<file path="src/logic/occ_pkg.sv">
// package: offsets, field positions and reset values of the
// oscillator configuration and pll lock status registers
// assumes a 32-bit byte-addressed register port
package occ_pkg;
    localparam int          ADDR_W         = 32;
    localparam int          DATA_W         = 32;
    // -------------------------------------------------------------
    // register offsets
    // -------------------------------------------------------------
    localparam logic [31:0] PLL_LOCK_STATE = 32'h4004_800C;
    localparam logic [31:0] CRYSTAL_OSC    = 32'h4004_8020;
    localparam logic [31:0] SLOW_OSC       = 32'h4004_8024;
    localparam logic [31:0] IRQ_STATUS     = 32'h4004_8100;
    localparam logic [31:0] IRQ_MASK       = 32'h4004_8104;
    localparam logic [31:0] OSC_STATUS     = 32'h4004_8108;
    // -------------------------------------------------------------
    // field positions
    // -------------------------------------------------------------
    localparam int          LOCK_BIT       = 0;
    localparam int          BYPASS_BIT     = 0;
    localparam int          BAND_BIT       = 1;
    localparam int          DIV_LSB        = 0;
    localparam int          DIV_W          = 5;
    localparam int          RATE_LSB       = 5;
    localparam int          RATE_W         = 4;
    localparam int          CONFIGURED_BIT = 0;
    localparam int          IRQ_W          = 3;
    localparam int          EV_LOCK_GAIN   = 0;
    localparam int          EV_LOCK_LOSS   = 1;
    localparam int          EV_CONFIGURED  = 2;
    // -------------------------------------------------------------
    // reset values
    // -------------------------------------------------------------
    localparam logic [1:0]  CRYSTAL_RESET  = 2'h0;
    localparam logic [8:0]  SLOW_RESET     = 9'h000;
    localparam logic [2:0]  IRQ_RESET      = 3'h0;
    localparam logic [4:0]  DIV_COUNT_RST  = 5'h00;
endpackage : occ_pkg

</file>
<file path="src/logic/occ_div_if.sv">
// interface: signals between the register block and the post-divider
// assumes both ends run on the same clk
`timescale 1ns/1ps
interface occ_div_if;
    import occ_pkg::*;
    logic [DIV_W-1:0] postDivide;
    logic             enable;
    logic             anaClkLevel;
    logic             outClk;
    modport ctrl (output postDivide, output enable, output anaClkLevel, input outClk);
    modport div  (input postDivide, input enable, input anaClkLevel, output outClk);
endinterface : occ_div_if

</file>
<file path="src/logic/occ_osc_config.sv">
// module: oscillator configuration and pll lock status registers
// assumes a single-cycle strobe register port on clk; lock and the
// analog clock arrive asynchronously from the analog blocks
`timescale 1ns/1ps
// Functional notes
// - read-only lock word, bit 0 lock
// - bypass feeds pll input from pin
// - band bit selects low or high range
// - slow output is analog over 2(1+div)
// - four-bit rate code drives analog frequency
module occ_osc_config (
    input  wire logic                  clk,
    input  wire logic                  reset,
    input  wire logic [occ_pkg::ADDR_W-1:0] addr,
    input  wire logic [occ_pkg::DATA_W-1:0] wrData,
    input  wire logic                  wrStrobe,
    input  wire logic                  rdStrobe,
    output logic      [occ_pkg::DATA_W-1:0] rdData,
    input  wire logic                  pllLocked,
    input  wire logic                  ext_clock_pin,
    input  wire logic                  crystalOscClk,
    input  wire logic                  slowOscAnaClk,
    output logic                       pllInClk,
    output logic                       osc_band_select,
    output logic [occ_pkg::RATE_W-1:0] slow_osc_rate_code,
    output logic                       slowOscClk,
    output logic                       slowOscConfigured,
    output logic                       irq
);
    import occ_pkg::*;
    // -------------------------------------------------------------
    // state
    // -------------------------------------------------------------
    logic [1:0]       crystalCfg;
    logic [8:0]       slowCfg;
    logic [IRQ_W-1:0] irqStatus;
    logic [IRQ_W-1:0] irqMask;
    logic [2:0]       lockSync;
    logic [2:0]       anaSync;
    logic             lockLevel;
    logic             anaLevel;
    logic             configuredPrev;
    logic             lockPrev;
    occ_div_if        divBus ();
    // -------------------------------------------------------------
    // decode
    // -------------------------------------------------------------
    wire selLock    = (addr == PLL_LOCK_STATE);
    wire selCrystal = (addr == CRYSTAL_OSC);
    wire selSlow    = (addr == SLOW_OSC);
    wire selStatus  = (addr == IRQ_STATUS);
    wire selMask    = (addr == IRQ_MASK);
    wire selOscStat = (addr == OSC_STATUS);
    wire wrCrystal  = wrStrobe & selCrystal;
    wire wrSlow     = wrStrobe & selSlow;
    wire wrStatus   = wrStrobe & selStatus;
    wire wrMask     = wrStrobe & selMask;
    wire [RATE_W-1:0] rateCode   = slowCfg[RATE_LSB +: RATE_W];
    wire              configured = (rateCode != 4'h0);
    wire [IRQ_W-1:0]  events;
    // lock events from the filtered level, so a metastable flop never fires one
    assign events[EV_LOCK_GAIN]  = lockLevel & ~lockPrev;
    assign events[EV_LOCK_LOSS]  = ~lockLevel & lockPrev;
    assign events[EV_CONFIGURED] = configured & ~configuredPrev;
    wire [IRQ_W-1:0]  clearBits = wrStatus ? wrData[IRQ_W-1:0] : 3'h0;
    wire [DATA_W-1:0] readMux =
        selLock    ? {31'h0000_0000, lockLevel}                     :
        selCrystal ? {30'h0000_0000, crystalCfg}                    :
        selSlow    ? {23'h00_0000, slowCfg}                         :
        selStatus  ? {29'h0000_0000, irqStatus}                     :
        selMask    ? {29'h0000_0000, irqMask}                       :
        selOscStat ? {31'h0000_0000, configured}                    :
                     32'h0000_0000;
    // -------------------------------------------------------------
    // synchronisers: change taken when 2nd and 3rd flops agree
    // -------------------------------------------------------------
    always_ff @(posedge clk) begin
        if (reset) begin
            lockSync  <= 3'h0;
            anaSync   <= 3'h0;
            lockLevel <= 1'b0;
            anaLevel  <= 1'b0;
        end else begin
            lockSync  <= {lockSync[1:0], pllLocked};
            anaSync   <= {anaSync[1:0], slowOscAnaClk};
            lockLevel <= (lockSync[2] == lockSync[1]) ? lockSync[2] : lockLevel;
            anaLevel  <= (anaSync[2] == anaSync[1]) ? anaSync[2] : anaLevel;
        end
    end
    // -------------------------------------------------------------
    // registers
    // -------------------------------------------------------------
    always_ff @(posedge clk) begin
        if (reset) begin
            crystalCfg     <= CRYSTAL_RESET;
            slowCfg        <= SLOW_RESET;
            irqMask        <= IRQ_RESET;
            configuredPrev <= 1'b0;
            lockPrev       <= 1'b0;
        end else begin
            lockPrev       <= lockLevel;
            crystalCfg     <= wrCrystal ? wrData[1:0] : crystalCfg;
            slowCfg        <= wrSlow ? wrData[8:0] : slowCfg;
            irqMask        <= wrMask ? wrData[IRQ_W-1:0] : irqMask;
            configuredPrev <= configured;
        end
    end
    // set wins over a simultaneous write-one clear
    always_ff @(posedge clk) begin
        if (reset) begin
            irqStatus <= IRQ_RESET;
            rdData    <= 32'h0000_0000;
        end else begin
            irqStatus <= (irqStatus & ~clearBits) | events;
            rdData    <= rdStrobe ? readMux : 32'h0000_0000;
        end
    end
    // -------------------------------------------------------------
    // outputs
    // -------------------------------------------------------------
    // clock mux is glitch-prone; change bypass only while pll is unused
    assign pllInClk           = crystalCfg[BYPASS_BIT] ? ext_clock_pin : crystalOscClk;
    assign osc_band_select    = crystalCfg[BAND_BIT];
    assign slow_osc_rate_code = rateCode;
    assign slowOscConfigured  = configured;
    assign irq                = |(irqStatus & irqMask);
    // divider held quiet until rate programmed, as software must do first
    assign divBus.postDivide  = slowCfg[DIV_LSB +: DIV_W];
    assign divBus.enable      = configured;
    assign divBus.anaClkLevel = anaLevel;
    assign slowOscClk         = divBus.outClk;
    occ_post_divider u_div (
        .clk   (clk),
        .reset (reset),
        .dv    (divBus.div)
    );
endmodule : occ_osc_config

</file>
<file path="src/logic/occ_post_divider.sv">
// module: digital post-divider of the low-power oscillator
// assumes anaClkLevel is already synchronised to clk
`timescale 1ns/1ps
module occ_post_divider (
    input  wire logic  clk,
    input  wire logic  reset,
    occ_div_if.div     dv
);
    import occ_pkg::*;
    logic             prevLevel;
    logic [DIV_W-1:0] edgeCount;
    logic             outClk;
    wire              anaRise = dv.anaClkLevel & ~prevLevel;
    // compare with >= so a smaller divide written mid-count takes at once
    wire              lastEdge = (edgeCount >= dv.postDivide);
    // -------------------------------------------------------------
    // toggle every 1+div rising edges: ratio 2*(1+div)
    // -------------------------------------------------------------
    always_ff @(posedge clk) begin
        if (reset || !dv.enable) begin
            prevLevel <= 1'b0;
            edgeCount <= DIV_COUNT_RST;
            outClk    <= 1'b0;
        end else begin
            prevLevel <= dv.anaClkLevel;
            if (anaRise) begin
                edgeCount <= lastEdge ? DIV_COUNT_RST : edgeCount + 5'h01;
                outClk    <= lastEdge ? ~outClk : outClk;
            end
        end
    end
    assign dv.outClk = outClk;
endmodule : occ_post_divider

</file>
<file path="config.mk">
export PLATFORM = sky130hd
export DESIGN_NAME = occ_osc_config
export DESIGN_NICKNAME = d
export VERILOG_FILES = /design/src/logic/occ_pkg.sv /design/src/logic/occ_div_if.sv /design/src/logic/occ_osc_config.sv /design/src/logic/occ_post_divider.sv
export SDC_FILE = /design/constraint.sdc
export NUM_CORES = 1
export LEC_CHECK = 0
export BUFFER_PORTS_ARGS = -buffer_cell sky130_fd_sc_hd__buf_2
export CORE_ASPECT_RATIO = 1.1
export CORE_MARGIN = 3
export CORE_UTILIZATION = 45
export CTS_CLUSTER_SIZE = 30
export DETAILED_ROUTE_END_ITERATION = 8
export HOLD_SLACK_MARGIN = 0.03
export PLACE_DENSITY = 0.84
export SLEW_MARGIN = 20
export SYNTH_ARGS = -nofsm -noshare
export SYNTH_HDL_FRONTEND = slang
export SYNTH_SLANG_ARGS = --single-unit
</file>
<file path="constraint.sdc">
create_clock -name clk -period 1.85 [get_ports clk]
set_input_delay 0.0925 -clock clk [delete_from_list [all_inputs] [get_ports clk]]
set_output_delay 0.0925 -clock clk [all_outputs]
set_load 0.005 [all_outputs]
</file>
# Word level (Yosys, flattened, before mapping)
# Index checks and enable logic that the tools add are counted.
# Widths: inputs -> output; s select.
[totals] regBits=66 in_bits=72
[classes] addsub=1 n_lt_le_gt_ge=1 eq_ne=8 muxes=9 bitwise_logic=18 n_reduce_logical=9
[op_table] operator="$eq 32x31->1 const B" count=6
[op_table] operator="$mux 3" count=3
[op_table] operator="$mux 9" count=1
[op_table] operator="$and 1x1->1" count=8
[op_table] operator="$reduce_or 7->1" count=1
[op_table] operator="$and 3x3->3" count=2
[op_table] operator="$not 1->1" count=6
[op_table] operator="$reduce_or 3->1" count=2
[op_table] operator="$add 5x1->5 const B" count=1
[op_table] operator="$ge 5x5->1" count=1
[op_table] operator="$mux 5" count=1
[op_table] operator="$reduce_bool 4->1" count=1
[op_table] operator="$reduce_or 4->1" count=1
[op_table] operator="$mux 1" count=3
[op_table] operator="$not 3->3" count=1
[op_table] operator="$or 3x3->3" count=1
[op_table] operator="$eq 1x1->1" count=2
[op_table] operator="$mux 2" count=1
[op_table] operator="$reduce_and 2->1" count=1
[op_table] operator="$reduce_or 2->1" count=1
[op_table] operator="$logic_not 1->1" count=1
[op_table] operator="$logic_or 1x1->1" count=1

# Depth between registers and ports, before layout
# Gate-level depths: netlist of the first run.
[depth] depth_word=7 mapped_depth=7 depth_no_buf=7

# Modules after synthesis
# From an unflattened synthesis of the first run, not the netlist that was laid out.
[hier_totals] cells_unflattened=242 hier_area_um2=2302.2
[by_module_without_submodules] module="occ_osc_config" n_inst=1 cells_each=193 area_per_inst_um2=1856.8 seq_area_each_um2=720.7
[by_module_without_submodules] module="occ_post_divider" n_inst=1 cells_each=49 area_per_inst_um2=445.4 seq_area_each_um2=140.1

# Least setup slack after synthesis of the first run
# No wires, ideal clock.
[synth_timing] kind="input to register" from="input port addr[22] (netlist bit)" to="register slowCfg[1]" setup_ns=0.070 t_arrival_ns=1.622 required_ns=1.780 path_slack_ns=0.158 path_stages=6 path_buffers=1 path_cell_list="or4_4 or3_1 nor3b_2 buf_4 nand3_1 a21oi_1"
[synth_via] elab_chain_cells=2
[synth_lines] element="start, declared" line_no="occ_osc_config.sv:14" rtl="input wire logic [occ_pkg::ADDR_W-1:0] addr,"
[synth_lines] element="$eq 32x31->1" line_no="occ_osc_config.sv:50" rtl="wire selSlow = (addr == SLOW_OSC);"
[synth_lines] element="$and 1x1->1" line_no="occ_osc_config.sv:55" rtl="wire wrSlow = wrStrobe & selSlow;"
[synth_lines] element="end signal, assigned" line_no="occ_osc_config.sv:103" rtl="slowCfg <= wrSlow ? wrData[8:0] : slowCfg;"
[synth_lines] element="end, declared" line_no="occ_osc_config.sv:35" rtl="logic [8:0] slowCfg;"
# No other way between the ends.
# A chain may end at the register's enable or synchronous reset.

# Worst setup path after layout of the first run
[layout_timing] from="register u_div.edgeCount[0]" to="register u_div.outClk, in the netlist u_div.dv.outClk"
[layout_via] elab_chain_cells=2
[layout_lines] element="start, declared" line_no="occ_post_divider.sv:11" rtl="logic [DIV_W-1:0] edgeCount;"
[layout_lines] element="start signal, assigned" line_no="occ_post_divider.sv:27" rtl="edgeCount <= lastEdge ? DIV_COUNT_RST : edgeCount + 5'h01;"
[layout_lines] element="$ge 5x5->1" line_no="occ_post_divider.sv:15" rtl="wire lastEdge = (edgeCount >= dv.postDivide);"
[layout_lines] element="$reduce_and 2->1 (no line)"
[layout_lines] element="end signal, assigned" line_no="occ_post_divider.sv:28" rtl="outClk <= lastEdge ? ~outClk : outClk;"
[layout_lines] element="end, declared" line_no="occ_post_divider.sv:12" rtl="logic outClk;"
# No other way between the ends.

==> results of run 1 <==
==> flip-flops by register name, summed over array words and instances, names as in the netlist <==
name / count
anaLevel: 1
anaSync: 3
configuredPrev: 1
crystalCfg: 2
irqMask: 3
irqStatus: 3
lockLevel: 1
lockPrev: 1
lockSync: 3
rdData: 9
slowCfg: 9
u_div.dv.outClk: 1
u_div.edgeCount: 5
u_div.prevLevel: 1
==> placed cells by master (no fill, tap or decap), types with 3 or more instances in the layout <==
cell	netlist	layout
o21ai_0	21	21
dfxtp_1	43	43
nand3_1	19	19
nand4_1	4	4
nor3_1	3	3
or2_2	5	5
clkbuf_8	0	5
buf_4	28	16
and2_1	9	9
ha_1	6	6
nand2_1	10	10
inv_1	9	9
nor4_1	3	3
a21oi_1	24	24
xor2_1	3	3
nand2b_1	3	3
nor2_1	13	13
buf_2	0	66
conb_1	1	23
nor2b_1	12	12
==> synth_stat cells, types with 2 or more instances <==
cell	number	area [um^2]
or4_4	2	22.52
dfxtp_1	43	860.8
or2_2	5	31.28
nor2b_1	12	75.07
inv_1	9	33.78
nor2_1	13	48.80
o31ai_1	2	15.01
mux2i_1	2	20.02
nor4_1	3	18.77
o21ai_0	21	105.1
nand2b_1	3	18.77
ha_1	6	75.07
and2_1	9	56.30
xor2_1	3	26.28
clkbuf_1	7	26.28
buf_4	28	210.2
nor3_1	3	15.01
nor3b_2	2	25.02
nand2_1	10	37.54
nand3_1	19	95.09
a21oi_1	24	120.1
or4_1	2	15.01
nand4_1	4	25.02
or3_1	2	12.51
==> stage by stage <==
| stage | TNS, ns | hold WS (ns) | power [mW] | worst slack, ns | std cells |
|---|---|---|---|---|---|
| 5_1_grt | 0 | 0.04928 | 1.692 | 0.08727 | 387 |
| 3_5_place_dp | -0.07125 | 0.3139 | 1.074 | -0.04166 | 377 |
| 6_report | 0 | 0.04660 | 1.626 | 0.1676 | 387 |
| 4_1_cts | 0 | 0.03996 | 1.644 | 0.1907 | 387 |
| 2_1_floorplan | 0 | 0.2207 | 1.038 | 0.1579 | 277 |
| 3_3_place_gp | -0.007451 | 0.3003 | 1.070 | -0.007451 | 377 |
==> routing by layer <==
layer / up-vias / track usage
met5: - / 0
met3: 8 / 0.03924
met4: 0 / 0.05720
li1: 999 / -
met1: 905 / 0.2089
met2: 72 / 0.3097
==> worst max-delay path, stage by stage (launching register included) <==
cell	delay [ns]
dfxtp_1	0.40
inv_1	0.07
ha_1	0.26
nand2b_1	0.13
a21o_1	0.17
a21oi_1	0.22
o21ai_0	0.16
mux2i_1	0.15
==> worst max-delay path by stage <==
stage                                                from                              end  slack [ns]  cells past startpoint
after floorplan                                  addr[22]          slowCfg[1]$_SDFFE_PP0P_        0.16                      6
after detailed placement                         addr[22]       crystalCfg[0]$_SDFFE_PP0P_       -0.04                      7
after CTS                 u_div.edgeCount[0]$_SDFFE_PP0P_     u_div.dv.outClk$_SDFFE_PP0P_        0.19                      7
final                     u_div.edgeCount[0]$_SDFFE_PP0P_     u_div.dv.outClk$_SDFFE_PP0P_        0.17                      7
after global routing      u_div.edgeCount[0]$_SDFFE_PP0P_  u_div.edgeCount[4]$_SDFFE_PP0P_        0.09                      7
after global placement                            addr[1]             rdData[1]$_SDFF_PP0_      -0.007                      6
==> cells by family (layout without fill, tap and decap cells) <==
logic type,count (synthesis),after routing,share of synthesized area
other cells,1,23,0.001718
buf+inv,45,101,0.1255
fa+ha+maj,6,6,0.03438
flops,43,43,0.3943
simple gates,95,95,0.2602
xor+xnor,4,4,0.01605
compound gates,58,58,0.1536
mux,3,3,0.01433
==> power by group through the flow <==
stage / clock network [mW] / registers (mW) / logic (mW)
after floorplan: 0 / 0.953 / 0.0849
after global placement: 0 / 0.954 / 0.116
after detailed placement: 0 / 0.954 / 0.120
after CTS: 0.588 / 0.932 / 0.123
after global routing: 0.620 / 0.933 / 0.140
final: 0.569 / 0.932 / 0.125
==> layout make-up <==
type | instances | area, um^2 | share of cell area
flip-flops and latches | 43 | 860.8 | 0.3250
repair buffers | 84 | 470.5 | 0.1776
well taps | 54 | 67.56 | 0.02551
clock inverters | 2 | 12.51 | 0.004724
inverters | 9 | 33.78 | 0.01275
multi-input cells | 189 | 1131 | 0.4270
clock buffers | 6 | 72.57 | 0.02740
==> flow_summary.ini, run 1 <==
[run_status]
outcome = complete, no violations

[layout]
n_antenna_cell = 0
synthToLayoutAreaGrowth_pct = 21.32
fin_nets = 410
drive_above_1_share = 0.3093
stdcell_area_um2 = 2649
utilization = 0.5922
fillers = 411

[drt]
vias = 1984
wl_per_cell_um = 12.81
wirelength_mm = 4.958
viasPerCell = 5.127
ant_nets = 0
first_iter_violations = 187
wl_met2_mm = 2.519
dr_wl_met3_um = 330
topRoutingLayerUsed = met4
met1_length_mm = 2.047
drc_errors = 0
dr.pass1.iters = 4

[power_and_ir_drop]
p_sw_frac = 0.2286
p_comb_frac = 0.077
power_frac_seq = 0.573
power_density_nw_per_um2 = 613.7
power_frac_clock = 0.350
p_leak_nw = 1.121
switching_power_mw = 0.3715
power.internal_mw = 1.254
vdd_ir_drop_max_v = 0.0004238

[global_routing]
track_usage = 0.1757
grt_max_degree = 27
antenna_found_initial = 0
grt_pass1_vias = 1838
grt_remaining_overflow = 0
grt_pass1_wl_mm = 8.024

[logic_synthesis]
syn_area_per_cell_um2 = 8.562
yosysWarnings = 0
yosysUniqueCellTypes = 45
synth-seq-cells = 43
yosysSeqAreaShare = 0.3943
synthArstFlopShare = 0
yosys_most_used_dff = dfxtp_1
syn_area_um2 = 2183
synth_edf_count = 0
synth_cells = 255

[worst_hold_path]
hp-class = in2reg
worstHoldStart = wrData[3]
whs_endpoint = slowCfg[3]$_SDFFE_PP0P_
holdPathStages = 3

[placement]
dpl-instance-area_um2 = 2544
place_hpwl_mm = 3.928
io_buffers = 66
place_congestion = 0.9165

[sta]
finalMaxSlewViolations = 0
finalClockSkew_ns = 0.009506
clock.fmax_mhz = 594.4
period_needed_ns = 1.682
hold_violations = 0
setup_viol = 0
finalCritPeriodShare = 0.9094
rsz0062_at_grt = false

[clocking]
cts_max_level = 2
cts_tree = yes
clock_latency_ns = 0.29
cts_resized = 0
clockBufferDepth = 2
cts_hold_buf = 2
cts_buffers = 5
cts.sinks = 43
post-cts-setup-buffer-count = 0
cts_root_buf = clkbuf_8
clkTransAtPathRegs_ns = 0.08

[die]
fp.coreArea_um2 = 4473
core.rowCount = 25
ios = 113
start_util = 0.4881
die_area_um2 = 5725
dieWidth_um = 72.42
dieHeight_um = 79.06

[setup_path]
crit_type = reg2reg
r2r-end = u_div.dv.outClk$_SDFFE_PP0P_
rrSetupSlack_ns = 0.17
crit_path_start_kind = register
worstRegToRegCells = 7
arrival_ns = 1.85
cp_max_fo = 4
end_kind = register
required_ns = 2.02
timing.rr.start = u_div.edgeCount[0]$_SDFFE_PP0P_

[job]
drv_cap = 0
No activity file was read; power rests on OpenSTA's default activity.
==> inputs of run 2 (changes only) <==
ABC_AREA = 1   (was default)
CORE_UTILIZATION = 46   (was 45)
clock period = 1.83 ns   (was 1.85 ns; I/O delays follow)
==> flow_summary.ini, run 2 <==
[setup_path]
path_cells = inv_1 > ha_1 > nand2_1 > inv_1 > nand4_1 > o2111ai_1 > nand2_1 > or2_0 > a21oi_1
cp_max_fo = 4
worstRegToRegCells = 9
timing.rr.start = u_div.edgeCount[0]$_SDFFE_PP0P_
cpPeakStageDelay_ns = 0.38
required_ns = 2.05
worstPathBufferInverterCount = 2
arrival_ns = 1.76
r2r-end = u_div.dv.outClk$_SDFFE_PP0P_
crit_type = reg2reg
end_kind = register
crit_path_start_kind = register
cpMaxStageDelayCell = dfxtp_1
critPathTopFamily = simple AND/OR/NAND/NOR gates
rrSetupSlack_ns = 0.29

[layout]
layout_commonest_cell = buf_2
n_antenna_cell = 0
fin_nets = 453
reg_top3 = rdData: 9 flops, slowCfg: 9 flops, u_div.edgeCount: 5 flops
layout_common_cells = buf_2, nor2_1, dfxtp_1
synthToLayoutAreaGrowth_pct = 16.46
drive_above_1_share = 0.2540
fillers = 475
fin_cells = 430

[drt]
wl_per_cell_um = 10.49
wirelength_mm = 4.509
first_iter_violations = 67
vias = 2051
drc_errors = 0
dr.pass1.iters = 4
viasPerCell = 4.770
ant_nets = 0

[die]
start_util = 0.4820
dieHeight_um = 79.73
core.rowCount = 26
die_area_um2 = 5823
ios = 113
fp.coreArea_um2 = 4717
dieWidth_um = 73.03

[worst_hold_path]
worstHoldStart = wrData[6]
holdPathStages = 3
hp-class = in2reg
whs_endpoint = slowCfg[6]$_SDFFE_PP0P_

[logic_synthesis]
syn_area_per_cell_um2 = 7.454
syn_area_um2 = 2273
yosysUniqueCellTypes = 37
synth_top_area_frac = 0.3786
yosys_most_used_dff = dfxtp_1
yosysWarnings = 0
yosysMostFrequentCell = nor2_1
synth_cells = 305
yosysSeqAreaShare = 0.3786
ys_top_cells_by_count = nor2_1, dfxtp_1, inv_1, nand2_1, buf_4
synth_area_leader_cell = dfxtp_1
yosys-top-cells-area = dfxtp_1, buf_4, nor2_1, inv_1, nand2_1
synth_edf_count = 0
synthArstFlopShare = 0
synth-seq-cells = 43

[sta]
clock.fmax_mhz = 648.9
finalClockSkew_ns = 0.005655
final.setup.tns_ns = 0
worst_slack_ns = 0.2890
setup_viol = 0
finalCritPeriodShare = 0.8421
period_needed_ns = 1.541
finalMaxSlewViolations = 0
rsz0062_at_grt = false
hold_violations = 0

[placement]
dp_cells = 421
io_buffers = 66
pre_cts_slack_ns = 0.3035
place_hpwl_mm = 3.660
place_congestion = 0.8553

[clocking]
cts_max_level = 2
cts_tree = yes
clockBufferDepth = 2
cts_root_buf = clkbuf_8
clock_latency_ns = 0.29
cts_buffers = 5
cts.sinks = 43
clkTransAtPathRegs_ns = 0.07
post-cts-setup-buffer-count = 0

[power_and_ir_drop]
switching_power_mw = 0.3540
p_leak_nw = 1.231
power_frac_seq = 0.586
power_density_nw_per_um2 = 607.7
power_frac_clock = 0.332
p_total_mw = 1.609
p_comb_frac = 0.082
power.internal_mw = 1.255
p_sw_frac = 0.2200
vdd_ir_drop_max_v = 0.0004206

[global_routing]
track_usage = 0.1583
grt_pass1_wl_mm = 7.320
antenna_found_initial = 0
grt_pass1_vias = 1830
grt_remaining_overflow = 0
grt_max_degree = 18

[run_status]
outcome = complete, no violations

[job]
drv_cap = 0
## run 2: how the worst max path moves through the flow
| stage | start | endpoint | depth (start not counted) |
|---|---|---|---|
| 2_1_floorplan | slowCfg[2]$_SDFFE_PP0P_ | u_div.dv.outClk$_SDFFE_PP0P_ | 7 |
| 3_3_place_gp | slowCfg[2]$_SDFFE_PP0P_ | u_div.dv.outClk$_SDFFE_PP0P_ | 7 |
| 3_5_place_dp | slowCfg[4]$_SDFFE_PP0P_ | u_div.dv.outClk$_SDFFE_PP0P_ | 9 |
| 4_1_cts | slowCfg[4]$_SDFFE_PP0P_ | u_div.dv.outClk$_SDFFE_PP0P_ | 9 |
| 5_1_grt | slowCfg[4]$_SDFFE_PP0P_ | u_div.dv.outClk$_SDFFE_PP0P_ | 9 |
| 6_report | u_div.edgeCount[0]$_SDFFE_PP0P_ | u_div.dv.outClk$_SDFFE_PP0P_ | 9 |
## run 2: power by group through the flow
stage                     combinational (mW)  clock [mW]  sequential (mW)
after floorplan                       0.0951           0            0.964
after global placement                 0.122           0            0.964
after detailed placement               0.126           0            0.965
after CTS                              0.132       0.552            0.943
after global routing                   0.150       0.586            0.943
final                                  0.132       0.534            0.943
## run 2: metal layers
metal / track usage / wire length [um]
met5: 0 / 0
met2: 0.2871 / 2257
met1: 0.1723 / 1841
met3: 0.03904 / 331
met4: 0.06273 / 78
## run 2: timing repair
item | 4_1_cts | 5_1_grt
gates resized for setup | 0 | 0
endpoints found under the hold margin | 3 | 0
hold buffers | 3 | 0
## run 2: final cells by class
class | instances | area, um^2 | area share
clock buffer | 6 | 72.57 | 0.02741
inverter | 47 | 186.4 | 0.07042
multi-input combinational | 207 | 1082 | 0.4088
sequential | 43 | 860.8 | 0.3251
tap | 56 | 70.07 | 0.02647
timing repair buffer | 71 | 375.4 | 0.1418
## run 2: tightest hold or removal path, delay by kind of cell
kind                   cells  cell delay [ns]
AND/OR/NAND/NOR            2             0.13
buffers and inverters      1             0.08
## run 2: cell families (layout without fill, tap and decap cells)
family | Yosys count | count (layout) | synth area share
flops | 43 | 43 | 0.3786
mux | 1 | 1 | 0.004953
xor+xnor | 3 | 3 | 0.01156
buf+inv | 77 | 124 | 0.1816
compound gates | 46 | 46 | 0.1106
simple gates | 128 | 128 | 0.2779
other cells | 1 | 23 | 0.001649
fa+ha+maj | 6 | 6 | 0.03302
## run 2: metrics by stage
step	cell area, um^2	utilization	hold WS, ns
final	2648	0.5613	0.04780
after detailed placement	2545	0.5395	0.3077
after global placement	2545	0.5395	0.2924
after CTS	2648	0.5613	0.03650
after global routing	2648	0.5613	0.04989
after floorplan	2356	-	0.1985
==> inputs of run 3 (changes only) <==
ABC_AREA = 0   (was 1)
CORE_UTILIZATION = 41   (was 46)
PLACE_DENSITY = 0.8   (was 0.84)
clock period = 1.3 ns   (was 1.83 ns; I/O delays follow)
==> flow_summary.ini, run 3 (synthesized netlist as in run 1, its figures left out) <==
[run_status]
outcome = finished with violations
violations = setup timing

[die]
dieWidth_um = 75.58
dieHeight_um = 82.54
start_util = 0.4309
core.rowCount = 27
ios = 113
fp.coreArea_um2 = 5067
die_area_um2 = 6238

[drt]
vias = 2171
met1_length_mm = 2.366
wl_met2_mm = 3.234
dr.pass1.iters = 4
viasPerCell = 5.244
ant_nets = 0
drc_errors = 0
topRoutingLayerUsed = met4
dr_wl_met3_um = 348
first_iter_violations = 136
wl_per_cell_um = 14.66
wirelength_mm = 6.068

[sta]
finalMaxSlewViolations = 0
relSlewSlack = 0.6582
finalClockSkew_ns = 0.008207
period_needed_ns = 1.544
setup_viol = 31
finalCritPeriodShare = 1.187
worst_slack_ns = -0.2436
clock.fmax_mhz = 647.8
hold_violations = 0
timing.hold.ws_ns = 0.04044
rsz0062_at_grt = true
worst_slew_pin_slew_ns = 0.5116

[setup_path]
timing.rr.start = u_div.edgeCount[0]$_SDFFE_PP0P_
crit_path_start_kind = input port
required_ns = 1.52
rrSetupSlack_ns = -0.14
arrival_ns = 1.77
crit_path_start = addr[22]
cp-endpoint = slowCfg[1]$_SDFFE_PP0P_
crit_type = in2reg
end_kind = register
r2r-end = u_div.edgeCount[0]$_SDFFE_PP0P_
worstRegToRegCells = 7
cp_max_fo = 12

[power_and_ir_drop]
p_leak_nw = 1.345
power_density_nw_per_um2 = 820.0
vdd_ir_drop_max_v = 0.0006036

[layout]
utilization = 0.6175
layout_common_cells = buf_2, dfxtp_1, buf_4
reg_top3 = rdData: 9 flops, slowCfg: 9 flops, u_div.edgeCount: 5 flops
fin_nets = 434
n_antenna_cell = 0
layout_commonest_cell = buf_2
drive_above_1_share = 0.4410
synthToLayoutAreaGrowth_pct = 43.32

[clocking]
cts_tree = yes
cts.sinks = 43
clockBufferDepth = 2
cts_root_buf = clkbuf_8
cts_max_level = 2
clkTransAtPathRegs_ns = 0.08
clock_latency_ns = 0.30
cts_buffers = 5

[placement]
io_buffers = 66
place_hpwl_mm = 4.104
place_congestion = 0.8737

[global_routing]
grt_pass1_wl_mm = 8.928
grt_pass1_vias = 2068
grt_max_degree = 24
grt_remaining_overflow = 0
track_usage = 0.1867
antenna_found_initial = 0

[worst_hold_path]
worstHoldStart = wrData[2]
hp-class = in2reg

[job]
drv_cap = 0
run 3: what timing repair did:
item	4_1_cts	5_1_grt
pin swaps	21	14
gates resized for setup	32	28
setup buffers	2	1
setup endpoints to repair	33	35
hold endpoints to repair	10	0
hold buffers	10	0
run 3: worst min path at each step:
| stage | end | cells after the start |
|---|---|---|
| 2_1_floorplan | anaSync[0]$_SDFF_PP0_ | 1 |
| 6_report | slowCfg[2]$_SDFFE_PP0P_ | 3 |
| 3_5_place_dp | anaSync[0]$_SDFF_PP0_ | 2 |
| 3_3_place_gp | anaSync[0]$_SDFF_PP0_ | 2 |
| 5_1_grt | slowCfg[2]$_SDFFE_PP0P_ | 3 |
| 4_1_cts | slowCfg[8]$_SDFFE_PP0P_ | 3 |
run 3: stage by stage:
step	setup TNS, ns	cells	area (um^2)	total power [mW]	setup slack [ns]
finish	-4.848	414	3129	2.566	-0.2436
global route	-7.117	414	3129	2.662	-0.2970
CTS	-3.810	413	3029	2.567	-0.1868
detailed placement	-13.68	394	2673	1.535	-0.5479
global placement	-12.38	394	2673	1.531	-0.4868
floorplan	-7.995	277	2302	1.479	-0.3583
run 3: layer usage:
metal	up-vias	global-route usage
li1	1049	-
met1	1019	0.2097
met2	88	0.3342
met3	15	0.03753
met4	0	0.08392
met5	-	0
run 3: final cells by class:
class                   instances  area, um^2
flip-flops and latches         43       869.6
well taps                      58       72.57
fillers                       407        1938
repair buffers                108       713.2
clock buffers                   5       68.82
multi-input cells             189        1334
inverters                       9       33.78
clock inverters                 2       37.54
run 3: power by group:
group          switching, mW  internal [mW]
logic                  0.118          0.116
registers            0.00287           1.32
clock network          0.445          0.561
total                  0.565           2.00
run 3: critical path: stages:
cell,delay (ns)
buf_6,0.09
or4_4,0.55
or3_4,0.42
nor3b_4,0.19
buf_6,0.17
nand3_1,0.10
a21oi_1,0.17
